<file path="src/rtl/dcdcm_consts.svh">
/*
 * Constants of the converter mode control: timing, field positions, reset values.
 * Assumes inclusion by bare name from the files of this block.
 */
`ifndef DCDCM_CONSTS_SVH
`define DCDCM_CONSTS_SVH

// ************************************************
// Timing
// ************************************************
`define DCDCM_CLK_FREQ_MHZ 100
`define DCDCM_LAG_LONG_US 1000
`define DCDCM_LAG_SHORT_US 100
`define DCDCM_LAG_LONG_CYC (`DCDCM_LAG_LONG_US * `DCDCM_CLK_FREQ_MHZ)
`define DCDCM_LAG_SHORT_CYC (`DCDCM_LAG_SHORT_US * `DCDCM_CLK_FREQ_MHZ)

// ************************************************
// converter_status_reg fields
// ************************************************
`define DCDCM_CSR_ACTIVE_BIT 0
`define DCDCM_CSR_FAULT_LSB 1
`define DCDCM_FAULT_W 4
`define DCDCM_CSR_W 5

// ************************************************
// wake_status_reg fields
// ************************************************
`define DCDCM_WSR_MODCHG_BIT 0
`define DCDCM_WSR_WAKE_BIT 1
`define DCDCM_WSR_W 2

// ************************************************
// Reset values
// ************************************************
`define DCDCM_RST_STEP_UP_EN 1'h0
`define DCDCM_RST_STEP_UP_SEL 2'h0
`define DCDCM_RST_AUTO_SW 1'h0
`define DCDCM_RST_WAKE_SEL 1'h0
`define DCDCM_RST_LAG_SEL 1'h0

`endif

</file>
<file path="src/rtl/dcdcm_pkg.sv">
/*
 * Types of the converter mode control.
 * Assumes nothing of its surroundings.
 */
package dcdcm_pkg;
	// Chip operating modes
	typedef enum logic [2:0] {
		DCDCM_NORMAL,
		DCDCM_STOP,
		DCDCM_SLEEP,
		DCDCM_FAILSAFE,
		DCDCM_RESTART
	} dcdcm_mode_e;

	// Mode commands from the controller
	typedef enum logic [1:0] {
		DCDCM_CMD_NORMAL,
		DCDCM_CMD_STOP,
		DCDCM_CMD_SLEEP,
		DCDCM_CMD_NONE
	} dcdcm_cmd_e;
endpackage : dcdcm_pkg

</file>
<file path="src/rtl/dcdcm_top.sv">
/*
 * Mode control of the cascaded step-up / step-down converter: configuration,
 * chip modes, modulation choice, lag interval, status flags.
 * Assumes all inputs synchronous to core_clk; comparator inputs already
 * filtered; configuration and mode commands arrive as one-cycle strobes.
 */
// Behaviour
// RULE_01: Step-up enable in Normal, four voltage codes
// RULE_02: Step-up on below threshold, off above hysteresis
// RULE_03: Active flag set when step-up switched on
// RULE_04: Voltage change while enabled discarded, error flagged
// RULE_05: Status bits never change mode or configuration
// RULE_06: Normal mode runs step-down in PWM
// RULE_07: Stop entry switches step-down to PFM
// RULE_08: Auto switching beats wake pin selection
// RULE_09: Neither selected keeps PFM throughout Stop
// RULE_10: Overcurrent in Stop: PWM, interrupt, flag
// RULE_11: Controller re-sends Stop to regain PFM
// RULE_12: Auto switching off after reset, software set
// RULE_13: Auto armed after lag; lag on every PWM-PFM
// RULE_14: Lag select: one ms or hundred us
// RULE_15: Wake pin low PFM, high PWM, no lag
// RULE_16: Stop to Normal: PWM, full current allowed
// RULE_17: Running step-up unchanged across Stop to Normal
// RULE_18: Sleep and Fail-Safe switch both converters off
// RULE_19: Wake in Sleep/Fail-Safe goes Restart, Normal
// RULE_20: Restart ramps converters; reset released above threshold
// RULE_21: Voltage codes 00..11 map 6.7/8/10/12 V
// RULE_22: Comparator results arrive synchronised and filtered
`timescale 1ns/100ps
`default_nettype none
`include "dcdcm_consts.svh"
module dcdcm_top
	import dcdcm_pkg::*;
#(
	parameter int LEVELS = 4,
	parameter int FAULT_W = `DCDCM_FAULT_W,
	parameter int LAG_LONG_CYC = `DCDCM_LAG_LONG_CYC,
	parameter int LAG_SHORT_CYC = `DCDCM_LAG_SHORT_CYC,
	parameter int LAG_CNT_W = 17
) (
	input wire logic core_clk,
	input wire logic rst_n,
	input wire logic cfgWrStb,
	input wire logic cfgStepUpEn,
	input wire logic [1:0] cfgStepUpSel,
	input wire logic cfgAutoSwitch,
	input wire logic cfgWakeSel,
	input wire logic cfgLagSel,
	input wire logic modeCmdStb,
	input wire logic [1:0] modeCmd,
	input wire logic failSafeReq,
	input wire logic wakeEvent,
	input wire logic wake_input_pin,
	input wire logic loadAbovePfmTh,
	input wire logic buckAboveRstTh,
	input wire logic [LEVELS-1:0] railBelowOnTh,
	input wire logic [LEVELS-1:0] railAboveOffTh,
	input wire logic [FAULT_W-1:0] pinFault,
	input wire logic convStatusClr,
	input wire logic wakeStatusClr,
	input wire logic cmdErrorClr,
	output logic [2:0] chipMode,
	output logic buckEnable,
	output logic buckPwm,
	output logic buckFullCurrent,
	output logic stepUpSwitching,
	output logic step_up_enable,
	output logic [1:0] step_up_voltage_select,
	output logic auto_pulse_width_switch,
	output logic wake_pin_modulation_select,
	output logic mode_change_delay_select,
	output logic [`DCDCM_CSR_W-1:0] converter_status_reg,
	output logic [`DCDCM_WSR_W-1:0] wake_status_reg,
	output logic command_error_flag,
	output logic interrupt_out_n,
	output logic reset_out_n
);
	initial begin
		if (LEVELS != 4 || FAULT_W != `DCDCM_FAULT_W) begin
			$error("dcdcm_top: four voltage levels and fixed fault width");
		end
	end

	// ************************************************
	// Internal state
	// ************************************************
	dcdcm_mode_e mode_reg;
	dcdcm_mode_e mode_next;
	logic autoPwm_reg;
	logic lagDone;
	logic lagStart;
	logic stepUpAllow;
	logic stepUpActive;
	logic autoEvent;
	logic stopCmd;
	logic voltChangeBlocked;
	logic stopPwmWanted;

	assign stopCmd = modeCmdStb && (dcdcm_cmd_e'(modeCmd) == DCDCM_CMD_STOP);
	assign voltChangeBlocked = cfgWrStb && step_up_enable && (cfgStepUpSel != step_up_voltage_select); // RULE_04

	// ************************************************
	// Chip mode sequencing
	// ************************************************
	// Next mode from commands, wake and reset threshold
	always_comb begin
		mode_next = mode_reg;
		case (mode_reg)
			DCDCM_NORMAL, DCDCM_STOP: begin
				if (failSafeReq) begin
					mode_next = DCDCM_FAILSAFE;
				end else if (modeCmdStb) begin
					case (dcdcm_cmd_e'(modeCmd))
						DCDCM_CMD_NORMAL: mode_next = DCDCM_NORMAL; // RULE_16
						DCDCM_CMD_STOP: mode_next = DCDCM_STOP;
						DCDCM_CMD_SLEEP: mode_next = DCDCM_SLEEP;
						default: mode_next = mode_reg;
					endcase
				end
			end
			DCDCM_SLEEP, DCDCM_FAILSAFE: begin
				if (wakeEvent) begin
					mode_next = DCDCM_RESTART; // RULE_19
				end
			end
			DCDCM_RESTART: begin
				if (failSafeReq) begin
					mode_next = DCDCM_FAILSAFE;
				end else if (buckAboveRstTh) begin
					mode_next = DCDCM_NORMAL; // RULE_19
				end
			end
			default: mode_next = DCDCM_RESTART;
		endcase
	end

	// Mode register; pin faults are deliberately not an input here
	always_ff @(posedge core_clk) begin
		if (!rst_n) begin
			mode_reg <= DCDCM_RESTART;
		end else begin
			mode_reg <= mode_next; // RULE_05
		end
	end

	// Mode visible to the rest of the chip
	always_ff @(posedge core_clk) begin
		if (!rst_n) begin
			chipMode <= 3'h4;
		end else begin
			chipMode <= 3'(mode_next);
		end
	end

	// Reset output released once the step-down output passes its threshold
	always_ff @(posedge core_clk) begin
		if (!rst_n) begin
			reset_out_n <= 1'h0;
		end else if (mode_next == DCDCM_RESTART || mode_next == DCDCM_SLEEP || mode_next == DCDCM_FAILSAFE) begin
			reset_out_n <= 1'h0;
		end else begin
			reset_out_n <= 1'h1; // RULE_20
		end
	end

	// ************************************************
	// Configuration
	// ************************************************
	// Step-up enable accepted in Normal only; voltage change guarded
	always_ff @(posedge core_clk) begin
		if (!rst_n) begin
			step_up_enable <= `DCDCM_RST_STEP_UP_EN;
			step_up_voltage_select <= `DCDCM_RST_STEP_UP_SEL;
		end else if (cfgWrStb && !voltChangeBlocked) begin
			if (mode_reg == DCDCM_NORMAL || !cfgStepUpEn) begin
				step_up_enable <= cfgStepUpEn; // RULE_01
			end
			step_up_voltage_select <= cfgStepUpSel; // RULE_01 RULE_21
		end
	end

	// Modulation options, auto switching off from reset
	always_ff @(posedge core_clk) begin
		if (!rst_n) begin
			auto_pulse_width_switch <= `DCDCM_RST_AUTO_SW; // RULE_12
			wake_pin_modulation_select <= `DCDCM_RST_WAKE_SEL;
			mode_change_delay_select <= `DCDCM_RST_LAG_SEL;
		end else if (cfgWrStb && !voltChangeBlocked) begin
			auto_pulse_width_switch <= cfgAutoSwitch; // RULE_12
			wake_pin_modulation_select <= cfgWakeSel;
			mode_change_delay_select <= cfgLagSel; // RULE_14
		end
	end

	// Sticky error for a discarded write; a new error beats the clear
	always_ff @(posedge core_clk) begin
		if (!rst_n) begin
			command_error_flag <= 1'h0;
		end else if (voltChangeBlocked) begin
			command_error_flag <= 1'h1; // RULE_04
		end else if (cmdErrorClr) begin
			command_error_flag <= 1'h0;
		end
	end

	// ************************************************
	// Step-up converter
	// ************************************************
	// Runs in Normal, Stop and Restart while enabled; untouched by Stop to Normal
	assign stepUpAllow = step_up_enable && (mode_reg == DCDCM_NORMAL || mode_reg == DCDCM_STOP
		|| mode_reg == DCDCM_RESTART); // RULE_17 RULE_18 RULE_20

	dcdcm_step_up_ctrl #(
		.LEVELS(LEVELS)
	) u_step_up (
		.core_clk(core_clk),
		.rst_n(rst_n),
		.allow(stepUpAllow),
		.levelSel(step_up_voltage_select),
		.railBelowOnTh(railBelowOnTh), // RULE_22
		.railAboveOffTh(railAboveOffTh),
		.active(stepUpActive) // RULE_02
	);

	// Switching output, held off outside the active modes
	always_ff @(posedge core_clk) begin
		if (!rst_n) begin
			stepUpSwitching <= 1'h0;
		end else begin
			stepUpSwitching <= stepUpActive && stepUpAllow; // RULE_18
		end
	end

	// ************************************************
	// Lag interval and automatic switching
	// ************************************************
	// Lag restarts on every Stop command in Normal or Stop: Stop entry or a repeated Stop
	assign lagStart = stopCmd && (mode_reg == DCDCM_NORMAL || mode_reg == DCDCM_STOP); // RULE_13

	dcdcm_lag_timer #(
		.CNT_W(LAG_CNT_W),
		.LONG_CYC(LAG_LONG_CYC),
		.SHORT_CYC(LAG_SHORT_CYC)
	) u_lag (
		.core_clk(core_clk),
		.rst_n(rst_n),
		.start(lagStart),
		.abort(mode_reg != DCDCM_STOP && !lagStart),
		.longSel(mode_change_delay_select), // RULE_14
		.done(lagDone)
	);

	// Armed only after the lag, with auto switching set
	assign autoEvent = (mode_reg == DCDCM_STOP) && !lagStart && auto_pulse_width_switch && lagDone
		&& !autoPwm_reg && loadAbovePfmTh; // RULE_10 RULE_13

	// Latched PWM request, dropped by a new Stop command or leaving Stop
	always_ff @(posedge core_clk) begin
		if (!rst_n) begin
			autoPwm_reg <= 1'h0;
		end else if (lagStart || mode_reg != DCDCM_STOP || !auto_pulse_width_switch) begin
			autoPwm_reg <= 1'h0; // RULE_11 RULE_12
		end else if (autoEvent) begin
			autoPwm_reg <= 1'h1; // RULE_10
		end
	end

	// Modulation wanted during Stop
	always_comb begin
		if (auto_pulse_width_switch) begin
			stopPwmWanted = autoPwm_reg || autoEvent; // RULE_08
		end else if (wake_pin_modulation_select) begin
			stopPwmWanted = wake_input_pin; // RULE_15
		end else begin
			stopPwmWanted = 1'h0; // RULE_09
		end
	end

	// ************************************************
	// Step-down converter
	// ************************************************
	// Enable, modulation and current allowance by mode
	always_ff @(posedge core_clk) begin
		if (!rst_n) begin
			buckEnable <= 1'h0;
			buckPwm <= 1'h0;
			buckFullCurrent <= 1'h0;
		end else begin
			case (mode_next)
				DCDCM_NORMAL: begin
					buckEnable <= 1'h1;
					buckPwm <= 1'h1; // RULE_06 RULE_16
					buckFullCurrent <= 1'h1; // RULE_16
				end
				DCDCM_RESTART: begin
					buckEnable <= 1'h1; // RULE_20
					buckPwm <= 1'h1;
					buckFullCurrent <= 1'h1;
				end
				DCDCM_STOP: begin
					buckEnable <= 1'h1;
					buckPwm <= !lagStart && stopPwmWanted; // RULE_07
					buckFullCurrent <= !lagStart && stopPwmWanted;
				end
				default: begin
					buckEnable <= 1'h0; // RULE_18
					buckPwm <= 1'h0;
					buckFullCurrent <= 1'h0;
				end
			endcase
		end
	end

	// ************************************************
	// Status and interrupt
	// ************************************************
	// Converter status: active flag and pin faults, sticky; set beats clear
	always_ff @(posedge core_clk) begin
		if (!rst_n) begin
			converter_status_reg <= '0;
		end else begin
			converter_status_reg[`DCDCM_CSR_ACTIVE_BIT] <= stepUpActive
				|| (converter_status_reg[`DCDCM_CSR_ACTIVE_BIT] && !convStatusClr); // RULE_03
			converter_status_reg[`DCDCM_CSR_FAULT_LSB +: `DCDCM_FAULT_W] <= pinFault
				| (convStatusClr ? '0 : converter_status_reg[`DCDCM_CSR_FAULT_LSB +: `DCDCM_FAULT_W]); // RULE_05
		end
	end

	// Wake status: modulation change and wake-up flags; set beats clear
	always_ff @(posedge core_clk) begin
		if (!rst_n) begin
			wake_status_reg <= '0;
		end else begin
			wake_status_reg[`DCDCM_WSR_MODCHG_BIT] <= autoEvent
				|| (wake_status_reg[`DCDCM_WSR_MODCHG_BIT] && !wakeStatusClr); // RULE_10
			wake_status_reg[`DCDCM_WSR_WAKE_BIT] <= (wakeEvent
				&& (mode_reg == DCDCM_SLEEP || mode_reg == DCDCM_FAILSAFE))
				|| (wake_status_reg[`DCDCM_WSR_WAKE_BIT] && !wakeStatusClr);
		end
	end

	// One-cycle low interrupt pulse on an automatic switch
	always_ff @(posedge core_clk) begin
		if (!rst_n) begin
			interrupt_out_n <= 1'h1;
		end else begin
			interrupt_out_n <= !autoEvent; // RULE_10
		end
	end
endmodule : dcdcm_top
`default_nettype wire

</file>
<file path="src/rtl/dcdcm_lag_timer.sv">
/*
 * Lag interval timer: counts one of two lengths after a start pulse.
 * Assumes a synchronous active-low reset and one clock.
 */
`timescale 1ns/100ps
`default_nettype none
module dcdcm_lag_timer #(
	parameter int CNT_W = 17,
	parameter int LONG_CYC = 100000,
	parameter int SHORT_CYC = 10000
) (
	input wire logic core_clk,
	input wire logic rst_n,
	input wire logic start,
	input wire logic abort,
	input wire logic longSel,
	output logic done
);
	initial begin
		if (LONG_CYC < 1 || SHORT_CYC < 1 || LONG_CYC >= (2 ** CNT_W) || SHORT_CYC >= (2 ** CNT_W)) begin
			$error("dcdcm_lag_timer: counts do not fit");
		end
	end

	logic [CNT_W-1:0] count_reg;
	logic running_reg;

	// Load on start, count down to the end of the interval
	always_ff @(posedge core_clk) begin
		if (!rst_n || abort) begin
			count_reg <= '0;
			running_reg <= 1'h0;
			done <= 1'h0;
		end else if (start) begin
			count_reg <= longSel ? CNT_W'(LONG_CYC - 1) : CNT_W'(SHORT_CYC - 1);
			running_reg <= 1'h1;
			done <= 1'h0;
		end else if (running_reg) begin
			if (count_reg == '0) begin
				running_reg <= 1'h0;
				done <= 1'h1;
			end else begin
				count_reg <= count_reg - 1'h1;
			end
		end
	end
endmodule : dcdcm_lag_timer
`default_nettype wire

</file>
<file path="src/rtl/dcdcm_step_up_ctrl.sv">
/*
 * Step-up switching decision with hysteresis from per-level comparators.
 * Assumes comparator inputs synchronous and already filtered.
 */
`timescale 1ns/100ps
`default_nettype none
module dcdcm_step_up_ctrl #(
	parameter int LEVELS = 4
) (
	input wire logic core_clk,
	input wire logic rst_n,
	input wire logic allow,
	input wire logic [$clog2(LEVELS)-1:0] levelSel,
	input wire logic [LEVELS-1:0] railBelowOnTh,
	input wire logic [LEVELS-1:0] railAboveOffTh,
	output logic active
);
	initial begin
		if (LEVELS < 2) begin
			$error("dcdcm_step_up_ctrl: at least two levels");
		end
	end

	// Turn on below threshold, off above threshold plus hysteresis
	always_ff @(posedge core_clk) begin
		if (!rst_n || !allow) begin
			active <= 1'h0;
		end else if (railBelowOnTh[levelSel]) begin
			active <= 1'h1;
		end else if (railAboveOffTh[levelSel]) begin
			active <= 1'h0;
		end
	end
endmodule : dcdcm_step_up_ctrl
`default_nettype wire

</file>
<file path="config.mk">
export PLATFORM = sky130hd
export DESIGN_NAME = dcdcm_top
export DESIGN_NICKNAME = d
export VERILOG_FILES = /design/src/rtl/dcdcm_pkg.sv /design/src/rtl/dcdcm_top.sv /design/src/rtl/dcdcm_lag_timer.sv /design/src/rtl/dcdcm_step_up_ctrl.sv
export VERILOG_INCLUDE_DIRS = /design/src /design/src/rtl
export SDC_FILE = /design/constraint.sdc
export NUM_CORES = 1
export LEC_CHECK = 0
export BUFFER_PORTS_ARGS = -buffer_cell sky130_fd_sc_hd__buf_2
export CAP_MARGIN = 20
export CORE_UTILIZATION = 30
export DETAILED_ROUTE_END_ITERATION = 16
export RECOVER_POWER = 25
export SYNTH_ARGS = -nofsm -noshare
export SYNTH_HDL_FRONTEND = slang
export SYNTH_SLANG_ARGS = --single-unit
</file>
<file path="constraint.sdc">
create_clock -name core_clk -period 2.3 [get_ports core_clk]
set_input_delay 0 -clock core_clk [delete_from_list [all_inputs] [get_ports core_clk]]
set_output_delay 0 -clock core_clk [all_outputs]
set_load 0.01 [all_outputs]
</file>
Yosys cells after proc, flatten, opt, wreduce, memory -nomap -nowiden
Index checks and enable logic that the tools add are counted.
{"block": "totals", "wordCells": 122, "in_bits": 32, "regBits": 43}
{"block": "classes", "bitwise_logic": 2, "reduce_logical": 58, "n_mux": 28, "order_cmp": 1, "n_eq_ne": 13, "add_sub_neg": 1}
{"op": "17-bit two-way mux", "n": 4}
{"op": "1-bit logical AND", "n": 18}
{"op": "3-bit case mux with 3 select lines", "n": 2}
{"op": "17-bit zero test", "n": 1}
{"op": "17-bit by 1-bit subtractor with 17-bit output (second input constant)", "n": 1}
{"op": "3-bit two-way mux", "n": 5}
{"op": "1-bit logical OR", "n": 14}
{"op": "1-bit two-way mux", "n": 13}
{"op": "3-bit by 2-bit equality test with 1-bit output (second input constant)", "n": 4}
{"op": "1-bit zero test", "n": 10}
{"op": "2-bit OR reduction", "n": 5}
{"op": "3-bit by 1-bit equality test with 1-bit output (second input constant)", "n": 2}
{"op": "3-bit equality test (second input constant)", "n": 2}
{"op": "3-bit zero test", "n": 2}
{"op": "2-bit AND reduction", "n": 3}
{"op": "2-bit nonzero test", "n": 3}
{"op": "1-bit binary-select mux with 2-bit select", "n": 2}
{"op": "4-bit two-way mux", "n": 1}
{"op": "4-bit OR", "n": 1}
{"op": "2-bit by 3-bit < comparator with 1-bit output (second input constant)", "n": 1}
{"op": "3-bit by 1-bit != test with 1-bit output (second input constant)", "n": 1}
{"op": "3-bit OR reduction", "n": 1}
{"op": "2-bit by 1-bit equality test with 1-bit output (second input constant)", "n": 1}
{"op": "2-bit equality test (second input constant)", "n": 1}
{"op": "other kinds (5)", "n": 5}

Logic depth before layout (Yosys ltp)
{"block": "logic_depth", "depth_word": 13, "ltp_mapped": 9}

Modules after synthesis
From an unflattened synthesis, not the netlist that was laid out.
{"block": "hier_totals", "hier_cells": 241, "area_unflattened_um2": 2163.3}
{"mod": "dcdcm_lag_timer", "cells_each": 124, "n_inst": 1, "area_each_um2": 1078.5}
{"mod": "dcdcm_top", "cells_each": 108, "n_inst": 1, "area_each_um2": 984.7}
{"mod": "dcdcm_step_up_ctrl", "cells_each": 9, "n_inst": 1, "area_each_um2": 100.1}

Least setup slack after synthesis
Ideal clock, no wire load.
{"block": "synth_timing", "path_type": "reg2reg", "from": "reg u_lag.count_reg[12]", "to": "reg u_lag.count_reg[15]", "path_slack_ns": 0.399, "path_stages_with_launch": 8, "setup_ns": 0.117, "arrival_time_ns": 1.784, "required_time_ns": 2.183, "period_less_slack_ns": 1.901, "cell_sequence": "dfxtp_1 > or4_4 > nand4bb_1 > buf_2 > and4_4 > buf_6 > nor3_1 > and4b_1"}
{"block": "synth_via", "elab_chain_cells": 4, "word_cells_on_any_way": 7}
{"item": "from (decl)", "line": "dcdcm_lag_timer.sv:25", "rtl": "logic [CNT_W-1:0] count_reg;"}
{"item": "from (signal assigned)", "line": "dcdcm_lag_timer.sv:35", "rtl": "count_reg <= longSel ? CNT_W'(LONG_CYC - 1) : CNT_W'(SHORT_CYC - 1);"}
{"item": "from (signal assigned)", "line": "dcdcm_lag_timer.sv:43", "rtl": "count_reg <= count_reg - 1'h1;"}
{"item": "17-bit by 1-bit subtractor with 17-bit output", "line": "dcdcm_lag_timer.sv:43"}
{"item": "17-bit two-way mux", "line": "dcdcm_lag_timer.sv:39", "rtl": "if (count_reg == '0) begin"}
{"item": "17-bit two-way mux", "line": "dcdcm_lag_timer.sv:38", "rtl": "end else if (running_reg) begin"}
{"item": "17-bit two-way mux", "line": "dcdcm_lag_timer.sv:34", "rtl": "end else if (start) begin"}
Several ways; a longest one is shown, not always the timed one. The select of a mux whose other input is x is not followed.
A chain may end at the register's enable or synchronous reset.

Worst setup path in the final report
{"block": "layout_timing", "from": "reg u_lag.count_reg[0]", "to": "reg u_lag.count_reg[1]"}
The elaborated chain is that of the path after synthesis.

==> flow_metrics.env <==
export IMPL_seq_area_um2=861
export IMPL_postRouteAntennaNets=0
export IMPL_vias_in_the_first_global_route=1791
export IMPL_worstMarginPinSlew_ps=763
export IMPL_number_of_enable_type_register_cells_in_the_synthesized_netlist=0
export IMPL_placement_cell_area_mm2=0.00234
export IMPL_vias_per_cell=4.92
export IMPL_synth_top_family_by_area="simple AND/OR/NAND/NOR gates"
export IMPL_achievable_frequency_mhz=493
export IMPL_synth_ff_type="dfxtp_1"
export IMPL_synth_yosys_warnings=0
export IMPL_status="completed"
export IMPL_cts_hold_buf=12
export IMPL_timing_critical_path_cells="inv_1, ha_1, nor4b_2, nand4bb_1, nand2_1, mux2_2, a21oi_1"
export IMPL_timing_hold_ws_ps=18.4
export IMPL_synth_adder_area_share_pct=0.624
export IMPL_power_sequential_fraction_pct=55.2
export IMPL_drt_iter0_markers=76
export IMPL_critPathArrivalTime_ps=2250
export IMPL_start_kind="flop"
export IMPL_totalNegativeSetupSlack_ps=0
export IMPL_cpPeakStageDelay_ps=350
export IMPL_holdPathStages=3
export IMPL_global_route_wire_length_before_repair_um=8160
export IMPL_first_pass_iters=4
export IMPL_finalWorstSetupSlack_ps=272
export IMPL_timing_final_crit_share_pct=88.2
export IMPL_cts_root_buffer="clkbuf_8"
export IMPL_clock_power_share_pct=32.7
export IMPL_finalClockSkew_ps=3.39
export IMPL_core_mm2=0.00639
export IMPL_setup_viol=0
export IMPL_power_static_leakage_nw=1.03
export IMPL_global_route_overflow=0
export IMPL_drc=0
export IMPL_worst_ir_drop_vdd_uv=314
export IMPL_fin_area_mm2=0.00253
export IMPL_synthesized_area_fraction_occupied_by_ao_oa_aoi_and_oai_cells_pct=16.4
export IMPL_htreeDepth=2
export IMPL_clock_path_buffers=2
export IMPL_post_synth_arst_share_pct=0
export IMPL_cellInternalPower_mw=1.06
export IMPL_setup_repair_after_global_routing_missed_its_margin="false"
export IMPL_tritoncts_num_sinks=43
export IMPL_critical_path_max_fanout=6
export IMPL_post_synth_xor_area_fraction_pct=6.12
export IMPL_clk_latency_ps=290
export IMPL_r2r_worst_path_cells=7
export IMPL_detailed_place_hpwl_um=3400
export IMPL_grt_start_max_net_pins=29
export IMPL_hold_viol_final=0
export IMPL_placement_io_buffers=54
export IMPL_antenna_found_initial=0
export IMPL_syn_area_mm2=0.00200
export IMPL_netSwitchingPower_mw=0.381
export IMPL_switching_share_pct=26.4
export IMPL_multi_input_comb_area_mm2=0.00105
export IMPL_comb_power_share_pct=12.2
export IMPL_holdCritPathClass="input port to flop"
export IMPL_via_count=1836
export IMPL_routed_wire_length_per_instance_um=12.7
export IMPL_gp_congestion=0.788
export IMPL_yosysSeqAreaShare_pct=42.9
export IMPL_crit_required_ps=2520
export IMPL_drive_gt1_share_pct=20.3
export IMPL_slew_viol_final=0
export IMPL_slew_limit_headroom_pct=48.6
export IMPL_path_clk_slew_ps=80
export IMPL_grt_total_usage_pct=14.3
export IMPL_critPathKind="flop to flop"
export IMPL_cts_resized_gates=0
export IMPL_fillers=667
export IMPL_synth_cells=229
export IMPL_final_core_utilization_pct=39.6
export IMPL_die_area_mm2=0.00701
export IMPL_pin_count=55
export IMPL_wl_um=4740
export IMPL_dp_slack_ps=293
export IMPL_row_count=29
export IMPL_cts_buffers=5
export IMPL_starting_utilization_of_the_core_area_pct=31.4
export IMPL_cts_repair_timing_setup_buffer_count=0
export IMPL_yosys_cell_types_count=47
export IMPL_syn_num_nets=262
export IMPL_layout_nets=328
export IMPL_cts_tree="yes"
export IMPL_endpoint_kind="flop"
export IMPL_power_density_cell_area_mw_per_mm2=572
export IMPL_synth_area_mux_share_pct=3.18
export IMPL_die_w_um=83.7
export IMPL_antenna_diode_count=0
export IMPL_final_min_clock_period_ps=2030
export IMPL_maxCapViolCount=0
export IMPL_syn_mean_instance_area_um2=8.75
export IMPL_synthSimpleGateAreaFrac_pct=26.2
export IMPL_synthToLayoutAreaGrowth_pct=26.2
export IMPL_crit_slowest_cell="nor4b_2"
export IMPL_ys_ff_latch=43
export IMPL_die_h_um=83.7
export IMPL_largest_register_ffs=17
## path summary, 6_finish.rpt
check	startpoint	to	slack, ps
worst max-delay path	u_lag.count_reg[0]	u_lag.count_reg[1]	270
worst min-delay path	cfgWrStb	step_up_voltage_select[1]	20
worst max register to register	u_lag.count_reg[0]	u_lag.count_reg[1]	270
worst min register to register	u_lag.done	u_lag.done	480
## cells by family after synthesis
kind of cell | count (synthesis)
and+or+nand+nor | 94
adders and majority gates | 1
DFF | 43
buffers and inverters | 21
muxes | 5
xor gates and xnor gates | 14
AOI/OAI and AO/OA | 51
## layer usage
| metal | vias to the layer above | global-route usage [%] | part of all wire, % |
|---|---|---|---|
| li1 | 939 | - | - |
| met4 | 0 | 5.24 | 1.2 |
| met3 | 7 | 3.66 | 4.8 |
| met2 | 45 | 22.5 | 47 |
| met1 | 845 | 18.8 | 47 |
| met5 | - | 0 | 0 |
## synth_stat cells (all sizes together) (7+ instances only)
master / count / area (µm²)
nand2: 16 / 60.1
nor3: 11 / 55.1
o21ai: 9 / 45.0
dfxtp: 43 / 861
nor2b: 8 / 50.1
nand3: 7 / 35.0
xnor2: 7 / 61.3
a21oi: 16 / 80.1
inv: 12 / 45.0
nor2: 21 / 78.8
xor2: 7 / 61.3
## power by group through the flow
stage	sequential (mW)	combinational (mW)	clock [mW]
6_report	0.798	0.176	0.473
5_1_grt	0.803	0.197	0.526
4_1_cts	0.798	0.182	0.498
3_5_place_dp	0.815	0.166	0
3_3_place_gp	0.815	0.164	0
2_1_floorplan	0.814	0.0908	0
## through the flow
stage | power [mW] | std cells
2_1_floorplan | 0.904 | 229
3_3_place_gp | 0.979 | 353
3_5_place_dp | 0.980 | 353
4_1_cts | 1.48 | 373
5_1_grt | 1.53 | 373
6_report | 1.45 | 373
## critical path: cells and delay by family (launching register included)
kind,cells,cell delay (ps)
buffers and inverters,1,80
adders and majority gates,1,190
and+or+nand+nor,3,880
muxes,1,350
AOI/OAI and AO/OA,1,140
DFF,1,320
## layout make-up
class / instances / area share [%]
Multi-Input combinational cell: 165 / 41.6
Sequential cell: 43 / 34.0
Timing Repair Buffer: 68 / 15.5
Tap cell: 77 / 3.81
Clock buffer: 5 / 2.72
Inverter: 12 / 1.78
Clock inverter: 3 / 0.593
## layout by cell type, fill, tap and decap left out, drive strengths merged, types with 2 or more instances in the layout
cell         instances
clkinv               3
nand4b               3
a21boi               6
xnor2                7
nand3b               3
nand2               16
o31ai                2
mux2i                3
nand4                4
a221oi               2
o21a                 5
o21ai                9
nor2                21
dlygate4sd3         12
nand3                7
nor4                 3
a21oi               16
inv                 12
and2                 2
xor2                 7
nand2b               4
nor2b                8
o22ai                3
nor3                11
dfxtp               43
and3                 3
clkbuf              16
or4                  2
buf                 45
and4b                2
Note: power is estimated with default switching activity, not from simulation.
